--- config.mk ---
export PLATFORM = sky130hd
export DESIGN_NAME = sqcc_control
export DESIGN_NICKNAME = d
export VERILOG_FILES = /design/src/sqcc_control.v
export VERILOG_INCLUDE_DIRS = /design/src /design/src/src
export SDC_FILE = /design/constraint.sdc
export NUM_CORES = 1
export LEC_CHECK = 0
export BUFFER_PORTS_ARGS = -buffer_cell sky130_fd_sc_hd__buf_4
export CAP_MARGIN = 20
export CORE_UTILIZATION = 58
export CTS_BUF_LIST = sky130_fd_sc_hd__clkbuf_8
export DETAILED_ROUTE_END_ITERATION = 10
export HOLD_SLACK_MARGIN = 0.08
export PLACE_DENSITY = 0.85
export SLEW_MARGIN = 20
export SYNTH_ARGS = -nofsm -noshare
export SYNTH_HDL_FRONTEND = slang
export SYNTH_SLANG_ARGS = --single-unit
--- constraint.sdc ---
create_clock -name CLK -period 1.95 [get_ports CLK]
set_clock_uncertainty 0.05 [all_clocks]
set_input_delay 0 -clock CLK [delete_from_list [all_inputs] [get_ports CLK]]
set_output_delay 0 -clock CLK [all_outputs]
set_load 0.05 [all_outputs]
--- src/sqcc_defs.vh ---
// register offsets, field positions, reset values and timing counts of the feature control bank
`ifndef SQCC_DEFS_VH
`define SQCC_DEFS_VH

// ----------------------------------------------------------------
// register offsets
// ----------------------------------------------------------------
`define SQCC_ADDR_SYNC_CONTROL     13'h0100
`define SQCC_ADDR_USER_CONTROL_TWO 13'h0101
`define SQCC_ADDR_CORR_ENA_FREEZE  13'h0110
`define SQCC_ADDR_CORR_FORCE       13'h0111
`define SQCC_ADDR_GAIN_LOOP_BW     13'h0112
`define SQCC_ADDR_PHASE_LOOP_BW    13'h0113
`define SQCC_ADDR_DC_LOOP_BW       13'h0114
`define SQCC_ADDR_INIT_GAIN_LOW    13'h0116
`define SQCC_ADDR_INIT_GAIN_HIGH   13'h0117
`define SQCC_ADDR_INIT_PHASE_LOW   13'h0118
`define SQCC_ADDR_INIT_PHASE_HIGH  13'h0119
`define SQCC_ADDR_INIT_DC_I_LOW    13'h011A
`define SQCC_ADDR_INIT_DC_I_HIGH   13'h011B
`define SQCC_ADDR_INIT_DC_Q_LOW    13'h011C
`define SQCC_ADDR_INIT_DC_Q_HIGH   13'h011D

// ----------------------------------------------------------------
// field positions
// ----------------------------------------------------------------
`define SQCC_BIT_MASTER_SYNC   0
`define SQCC_BIT_DIV_SYNC      1
`define SQCC_BIT_NEXT_SYNC     2
`define SQCC_BIT_PULLDOWN_DIS  0
`define SQCC_BIT_OSC_RUN       2
`define SQCC_BIT_OSC_DETECT    3
`define SQCC_BIT_OE_PIN_ENA    7
`define SQCC_BIT_GAIN          0
`define SQCC_BIT_PHASE         1
`define SQCC_BIT_DC            2
`define SQCC_BIT_FREEZE_LSB    3
`define SQCC_EXP_W             5
`define SQCC_GAIN_W            15
`define SQCC_PHASE_W           13
`define SQCC_DC_W              14

// ----------------------------------------------------------------
// masks of implemented bits
// ----------------------------------------------------------------
`define SQCC_MASK_SYNC         8'h07
`define SQCC_MASK_USER_TWO     8'h8D
`define SQCC_MASK_ENA_FREEZE   8'h3F
`define SQCC_MASK_FORCE        8'h07
`define SQCC_MASK_EXP          8'h1F
`define SQCC_MASK_GAIN_HIGH    8'h7F
`define SQCC_MASK_PHASE_HIGH   8'h1F
`define SQCC_MASK_DC_HIGH      8'h3F

// ----------------------------------------------------------------
// reset values
// ----------------------------------------------------------------
`define SQCC_RST_SYNC          8'h01
`define SQCC_RST_USER_TWO      8'h88
`define SQCC_RST_ZERO          8'h00
`define SQCC_RST_EXP           8'h02

// ----------------------------------------------------------------
// timing: clock 200 MHz, detect threshold 5 MSPS
// ----------------------------------------------------------------
`define SQCC_CLK_MHZ           200
`define SQCC_LOW_RATE_MSPS     5
// clock cycles per encode period at the threshold: 200 / 5, sized to the gap counter
`define SQCC_LOW_RATE_CYCLES   7'd40
`define SQCC_CNT_W             7

`endif

--- src/sqcc_control.v ---
// feature control register bank: sync gating, pin and oscillator controls, correction settings
`include "sqcc_defs.vh"
`timescale 1ns/1ps
`default_nettype none

module sqcc_control (
	input  wire        CLK,
	input  wire        RST_N,
	input  wire        REG_WR,
	input  wire        REG_RD,
	input  wire [12:0] REG_ADDR,
	input  wire [7:0]  REG_WDATA,
	output reg  [7:0]  REG_RDATA,
	input  wire        SYNC_IN,
	input  wire        ENCODE_TICK,
	input  wire        OUTPUT_ENABLE_PIN_N,
	output reg         DIVIDER_RESYNC,
	output reg         DIVIDER_SYNCED,
	output reg         DATA_OUTPUT_ENABLE,
	output reg         LOW_RATE_OSC_ON,
	output reg         DATA_PULLDOWN_ON,
	output reg  [2:0]  CORR_APPLY,
	output reg  [2:0]  CORR_FREEZE,
	output reg  [2:0]  CORR_FORCE,
	output reg  [4:0]  GAIN_LOOP_EXPONENT,
	output reg  [4:0]  PHASE_LOOP_EXPONENT,
	output reg  [4:0]  DC_LOOP_EXPONENT,
	output reg  [14:0] STATIC_GAIN,
	output reg  [12:0] STATIC_PHASE,
	output reg  [13:0] STATIC_DC_I,
	output reg  [13:0] STATIC_DC_Q
);

	// ----------------------------------------------------------------
	// register storage
	// ----------------------------------------------------------------
	localparam NREG = 15;

	reg  [7:0]              regs [0:NREG-1];
	reg  [7:0]              next_rdata;
	reg                     sync_meta;
	reg                     sync_sample;
	reg                     sync_prev;
	reg                     oe_meta;
	reg                     oe_sample;
	reg                     enc_meta;
	reg                     enc_sample;
	reg                     enc_prev;
	reg  [`SQCC_CNT_W-1:0]  gap_count;
	reg                     low_rate;
	wire                    sync_edge;
	wire                    enc_edge;
	wire                    sync_gate;
	wire                    one_shot_sync;
	wire [NREG-1:0]         hit;

	function [7:0] reg_mask;
		input integer idx;
		begin
			case (idx)
				0:       reg_mask = `SQCC_MASK_SYNC;
				1:       reg_mask = `SQCC_MASK_USER_TWO;
				2:       reg_mask = `SQCC_MASK_ENA_FREEZE;
				3:       reg_mask = `SQCC_MASK_FORCE;
				4, 5, 6: reg_mask = `SQCC_MASK_EXP;
				8:       reg_mask = `SQCC_MASK_GAIN_HIGH;
				10:      reg_mask = `SQCC_MASK_PHASE_HIGH;
				12, 14:  reg_mask = `SQCC_MASK_DC_HIGH;
				default: reg_mask = 8'hFF;
			endcase
		end
	endfunction

	function [12:0] reg_addr;
		input integer idx;
		begin
			case (idx)
				0:       reg_addr = `SQCC_ADDR_SYNC_CONTROL;
				1:       reg_addr = `SQCC_ADDR_USER_CONTROL_TWO;
				2:       reg_addr = `SQCC_ADDR_CORR_ENA_FREEZE;
				3:       reg_addr = `SQCC_ADDR_CORR_FORCE;
				4:       reg_addr = `SQCC_ADDR_GAIN_LOOP_BW;
				5:       reg_addr = `SQCC_ADDR_PHASE_LOOP_BW;
				6:       reg_addr = `SQCC_ADDR_DC_LOOP_BW;
				7:       reg_addr = `SQCC_ADDR_INIT_GAIN_LOW;
				8:       reg_addr = `SQCC_ADDR_INIT_GAIN_HIGH;
				9:       reg_addr = `SQCC_ADDR_INIT_PHASE_LOW;
				10:      reg_addr = `SQCC_ADDR_INIT_PHASE_HIGH;
				11:      reg_addr = `SQCC_ADDR_INIT_DC_I_LOW;
				12:      reg_addr = `SQCC_ADDR_INIT_DC_I_HIGH;
				13:      reg_addr = `SQCC_ADDR_INIT_DC_Q_LOW;
				default: reg_addr = `SQCC_ADDR_INIT_DC_Q_HIGH;
			endcase
		end
	endfunction

	function [7:0] reg_reset;
		input integer idx;
		begin
			case (idx)
				0:       reg_reset = `SQCC_RST_SYNC;
				1:       reg_reset = `SQCC_RST_USER_TWO;
				4, 5, 6: reg_reset = `SQCC_RST_EXP;
				default: reg_reset = `SQCC_RST_ZERO;
			endcase
		end
	endfunction

	// ----------------------------------------------------------------
	// input synchronisers and edge detect
	// ----------------------------------------------------------------
	always @(posedge CLK or negedge RST_N) begin
		if (!RST_N) begin
			sync_meta   <= 1'b0;
			sync_sample <= 1'b0;
			sync_prev   <= 1'b0;
			oe_meta     <= 1'b1;
			oe_sample   <= 1'b1;
			enc_meta    <= 1'b0;
			enc_sample  <= 1'b0;
			enc_prev    <= 1'b0;
		end else begin
			sync_meta   <= SYNC_IN;
			sync_sample <= sync_meta;
			sync_prev   <= sync_sample;
			oe_meta     <= OUTPUT_ENABLE_PIN_N;
			oe_sample   <= oe_meta;
			enc_meta    <= ENCODE_TICK;
			enc_sample  <= enc_meta;
			enc_prev    <= enc_sample;
		end
	end

	assign sync_edge = sync_sample & ~sync_prev;
	assign enc_edge  = enc_sample & ~enc_prev;

	// ----------------------------------------------------------------
	// sync gating
	// ----------------------------------------------------------------
	assign sync_gate = regs[0][`SQCC_BIT_MASTER_SYNC] & regs[0][`SQCC_BIT_DIV_SYNC];
	assign one_shot_sync = sync_gate & sync_edge & regs[0][`SQCC_BIT_NEXT_SYNC];

	// ----------------------------------------------------------------
	// register write path
	// ----------------------------------------------------------------
	genvar g;
	generate
		for (g = 0; g < NREG; g = g + 1) begin : gen_reg
			assign hit[g] = (REG_ADDR == reg_addr(g));
			always @(posedge CLK or negedge RST_N) begin
				if (!RST_N) begin
					regs[g] <= reg_reset(g);
				end else if (g == 0 && one_shot_sync) begin
					// self-clear of the divider sync bit wins over a write in the same cycle; the other written bits still land
					if (REG_WR && hit[g]) begin
						regs[g] <= REG_WDATA & reg_mask(g) & ~(8'h01 << `SQCC_BIT_DIV_SYNC);
					end else begin
						regs[g] <= regs[g] & ~(8'h01 << `SQCC_BIT_DIV_SYNC);
					end
				end else if (REG_WR && hit[g]) begin
					regs[g] <= REG_WDATA & reg_mask(g);
				end
			end
		end
	endgenerate

	// ----------------------------------------------------------------
	// register read path
	// ----------------------------------------------------------------
	integer k;
	always @* begin
		next_rdata = 8'h00;
		for (k = 0; k < NREG; k = k + 1) begin
			if (hit[k]) begin
				next_rdata = regs[k];
			end
		end
	end

	always @(posedge CLK or negedge RST_N) begin
		if (!RST_N) begin
			REG_RDATA <= 8'h00;
		end else if (REG_RD) begin
			REG_RDATA <= next_rdata;
		end
	end

	// ----------------------------------------------------------------
	// low encode rate detector
	// ----------------------------------------------------------------
	// counts clocks between encode edges; gap longer than threshold means low rate
	always @(posedge CLK or negedge RST_N) begin
		if (!RST_N) begin
			gap_count <= {`SQCC_CNT_W{1'b0}};
			low_rate  <= 1'b0;
		end else if (!regs[1][`SQCC_BIT_OSC_DETECT]) begin
			gap_count <= {`SQCC_CNT_W{1'b0}};
			low_rate  <= 1'b0;
		end else if (enc_edge) begin
			low_rate  <= (gap_count >= `SQCC_LOW_RATE_CYCLES);
			gap_count <= {`SQCC_CNT_W{1'b0}};
		end else if (gap_count < `SQCC_LOW_RATE_CYCLES) begin
			gap_count <= gap_count + 1'b1;
		end else begin
			low_rate  <= 1'b1;
		end
	end

	// ----------------------------------------------------------------
	// registered outputs
	// ----------------------------------------------------------------
	always @(posedge CLK or negedge RST_N) begin
		if (!RST_N) begin
			DIVIDER_RESYNC      <= 1'b0;
			DIVIDER_SYNCED      <= 1'b0;
			DATA_OUTPUT_ENABLE  <= 1'b0;
			LOW_RATE_OSC_ON     <= 1'b0;
			DATA_PULLDOWN_ON    <= 1'b1;
			CORR_APPLY          <= 3'h0;
			CORR_FREEZE         <= 3'h0;
			CORR_FORCE          <= 3'h0;
			GAIN_LOOP_EXPONENT  <= 5'h02;
			PHASE_LOOP_EXPONENT <= 5'h02;
			DC_LOOP_EXPONENT    <= 5'h02;
			STATIC_GAIN         <= 15'h0000;
			STATIC_PHASE        <= 13'h0000;
			STATIC_DC_I         <= 14'h0000;
			STATIC_DC_Q         <= 14'h0000;
		end else begin
			DIVIDER_RESYNC      <= sync_gate & sync_edge;
			DIVIDER_SYNCED      <= one_shot_sync | (DIVIDER_SYNCED & regs[0][`SQCC_BIT_NEXT_SYNC]);
			// pin is active low; ignored when its enable bit is low
			DATA_OUTPUT_ENABLE  <= ~regs[1][`SQCC_BIT_OE_PIN_ENA] | ~oe_sample;
			LOW_RATE_OSC_ON     <= regs[1][`SQCC_BIT_OSC_RUN] | low_rate;
			DATA_PULLDOWN_ON    <= ~regs[1][`SQCC_BIT_PULLDOWN_DIS];
			CORR_APPLY          <= regs[2][2:0];
			CORR_FREEZE         <= regs[2][`SQCC_BIT_FREEZE_LSB +: 3] & regs[2][2:0];
			CORR_FORCE          <= regs[3][2:0];
			GAIN_LOOP_EXPONENT  <= regs[4][`SQCC_EXP_W-1:0];
			PHASE_LOOP_EXPONENT <= regs[5][`SQCC_EXP_W-1:0];
			DC_LOOP_EXPONENT    <= regs[6][`SQCC_EXP_W-1:0];
			STATIC_GAIN         <= {regs[8][6:0], regs[7]};
			STATIC_PHASE        <= {regs[10][4:0], regs[9]};
			STATIC_DC_I         <= {regs[12][5:0], regs[11]};
			STATIC_DC_Q         <= {regs[14][5:0], regs[13]};
		end
	end

endmodule

`default_nettype wire

==> metrics.md <==
| Metric | Value |
|---|---|
| EDFF count, synth | 0 |
| NetSw | 0.00167 W |
| Clk_lat worst skew | 470 ps |
| Row Count | 41 |
| CTS Buf Count | 17 |
| Synth async-reset ratio | 100% |
| Worst-path cell chain | nor2b_1 > mux4_2 > a21oi_1 > o21ai_0 > a211o_1 |
| Crit path time final | 1800 ps |
| CTS Buffer Depth | 2 |
| CTS tree | yes |
| Setup Crit Path Kind | reg2reg |
| Area grow syn2layout | 25.1% |
| Die height | 116 um |
| Drt first pass iters | 5 |
| Drc violations | 0 |
| Worst path max stage delay | 450 ps |
| #FFs+latches synth | 196 |
| Post-CTS Resized | 0 |
| Cell count after synthesis | 543 |
| Commonest non-fill, non-tap cell in the layout | dfrtp_1 |
| RSZ-0062 raised after global routing | no |
| Clock share of power | 34.7% |
| Worst Hold Class | in2reg |
| Syn nets | 573 |
| Die Area | 0.0135 mm2 |
| DP HPWL | 13800 um |
| Max Slew Vio Count | 0 |
| Fin crit share | 92.6% |
| Gr usage total | 30.7% |
| ANT nets after route | 0 |
| Grt ovf | 0 |
| Initial antenna violation count | 0 |
| Top FF cell, synth | dfrtp_1 |
| Worst R2R Path Depth | 5 |
| Synth area leader | dfrtp_1 |
| I/O Buffers | 120 |
| Worst Path Arrival | 2120 ps |
| Area of the multi-input gates | 0.00253 mm2 |
| Peak supply drop | 0.512 mV |
| Root buffer cell | clkbuf_8 |
| Post-layout nets | 748 |
| Most frequent cells in the layout | dfrtp_1, buf_4, mux2_2 |
| Fill cell total of the finished layout | 828 |
| # clock sinks | 196 |
| Final setup vio count | 0 |
| Slew headroom | 61.8% |
| Non-filler cells, final | 903 |
| Initial Utilization | 59.9% |
| Leakage power | 4.76 nW |
| Status | finished clean |
| Vias per inst | 5.78 |
| Core area | 0.0127 mm2 |
| Worst path required time | 2260 ps |
| MaxCap Viol Count | 0 |
| Syn. warnings | 0 |
| Setup TNS | 0 ps |
| Comb power frac | 6.2% |
| 1st-iter DRT viols | 343 |
| Register area | 0.00492 mm2 |
| Syn Area/Cell | 14.0 um2 |
| Reg clk slew, reported paths | 90 ps |
| Ant diodes | 0 |
| Via Count | 5220 |
| Net switching fraction of the power | 24.1% |
| Slowest cell on the critical path | mux4_2 |
| Crit path max fanout | 4 |
| Post-Place Cells | 849 |
| Largest net degree at the start of global routing | 62 |
| Flop pwr share | 59.1% |
| Max Clk Rate | 554 MHz |
| RD Place Congestion | 0.916 |
| Hold path depth | 2 |
| Layout cells sized above 1 | 43.5% |
| Int Pwr | 0.00526 W |
| I/O pin count | 121 |
| WL/cell | 21.4 um |
| Worst setup SP type | flop |
| Synth top area cells | dfrtp_1, mux2_2, dfstp_2 |
| Worst Max-Slew Pin Slew | 569 ps |
| H-tree levels | 4 |
| Vias in the first global route | 5395 |
| Die Wd | 116 um |
| First-pass GRT wire length | 29800 um |
| Final hold violation count | 0 |
| Register area share after synthesis | 64.9% |
| Mapped Area | 0.00759 mm2 |
| Final wirelength | 19300 um |
| Post-synth top area share | 60.7% |
| Yosys cell types | 62 |
| PwrDens | 730 mW/mm2 |
| Crit. End Element | flop |
[power by group through the flow]
stage	clock network (W)	registers, W	logic (W)
3_5_place_dp	0	0.00418	0.000400
6_report	0.00240	0.00410	0.000430
4_1_cts	0.00243	0.00410	0.000429
3_3_place_gp	0	0.00417	0.000393
2_1_floorplan	0	0.00420	0.000130
5_1_grt	0.00258	0.00410	0.000464
[cell usage after synthesis, types with 4 or more instances]
library cell / count
dfrtp_1: 184
mux2_2: 89
nand2_1: 25
nor2_1: 25
a21oi_1: 17
nand3_1: 17
o21ai_0: 15
clkbuf_1: 12
dfstp_2: 12
inv_1: 11
a31oi_1: 10
mux2i_1: 10
nor2b_1: 8
nor3_1: 7
buf_2: 6
nand2b_1: 6
nand4_1: 5
and2_1: 4
and3_1: 4
nor3_4: 4
[area by class of cell]
type | instances | share of cell area, %
inverter | 11 | 0.435
multi-input combinational | 314 | 26.6
timing repair buffer | 178 | 15.0
tap | 172 | 2.27
clock inverter | 14 | 1.21
sequential | 196 | 51.8
clock buffer | 18 | 2.61
[worst paths after layout]
check	startpoint	endpoint	slack (ps)
min	OUTPUT_ENABLE_PIN_N	oe_meta	130
max reg2reg	regs[98]	REG_RDATA[2]	150
max in group asynchronous	RST_N	regs[111]	520
min reg2reg	enc_meta	enc_sample	310
min in group asynchronous	RST_N	regs[17]	560
max	regs[98]	REG_RDATA[2]	150
[flip-flops by register name (all words and copies together) (netlist names), 5 cells and up]
signal,cells
regs,87
STATIC_GAIN,15
STATIC_DC_I,14
STATIC_DC_Q,14
STATIC_PHASE,13
REG_RDATA,8
gap_count,7
DC_LOOP_EXPONENT,5
GAIN_LOOP_EXPONENT,5
PHASE_LOOP_EXPONENT,5
[worst max-delay path, delay by kind of cell (launching register included)]
kind,cells,cell delay [ps]
flip-flops,1,400
AND/OR/NAND/NOR,1,130
AO/OA/AOI/OAI,3,660
multiplexers,1,450
[per-layer routing]
metal,GRT usage [%],up-vias,share of wire [%]
met2,50.1,233,50
met3,5.24,44,5.2
met4,13.3,0,2.9
met5,0,-,0
met1,40.9,2642,42
li1,-,2301,-
[cell families (layout without fill, tap and decap cells)]
family | Yosys count | count (layout) | synth area share, %
flip-flops | 196 | 196 | 64.9
AND/OR/NAND/NOR | 130 | 130 | 10.5
multiplexers | 101 | 101 | 15.1
AO/OA/AOI/OAI | 77 | 77 | 6.91
buffers and inverters | 33 | 221 | 1.83
XOR/XNOR | 4 | 4 | 0.462
adder cells (fa/ha/maj) | 2 | 2 | 0.330
[metrics by stage]
stage	total power [W]	setup WS, ps	cell area (um2)	hold WS (ps)	utilization, %
2_1_floorplan	0.00433	372	7590	-346	-
3_3_place_gp	0.00457	118	8920	-41.5	70.4
3_5_place_dp	0.00458	92.0	8920	-36.3	70.4
4_1_cts	0.00696	67.2	9460	114	74.7
5_1_grt	0.00715	72.5	9490	131	74.9
6_report	0.00693	145	9490	131	74.9
[timing repair]
item                                    4_1_cts  5_1_grt
hold buffers                                 18        0
setup buffers                                 0        4
hold endpoints to repair                    282        0
endpoints found under the setup margin        0        1
Power figures use the tool's default switching activity.
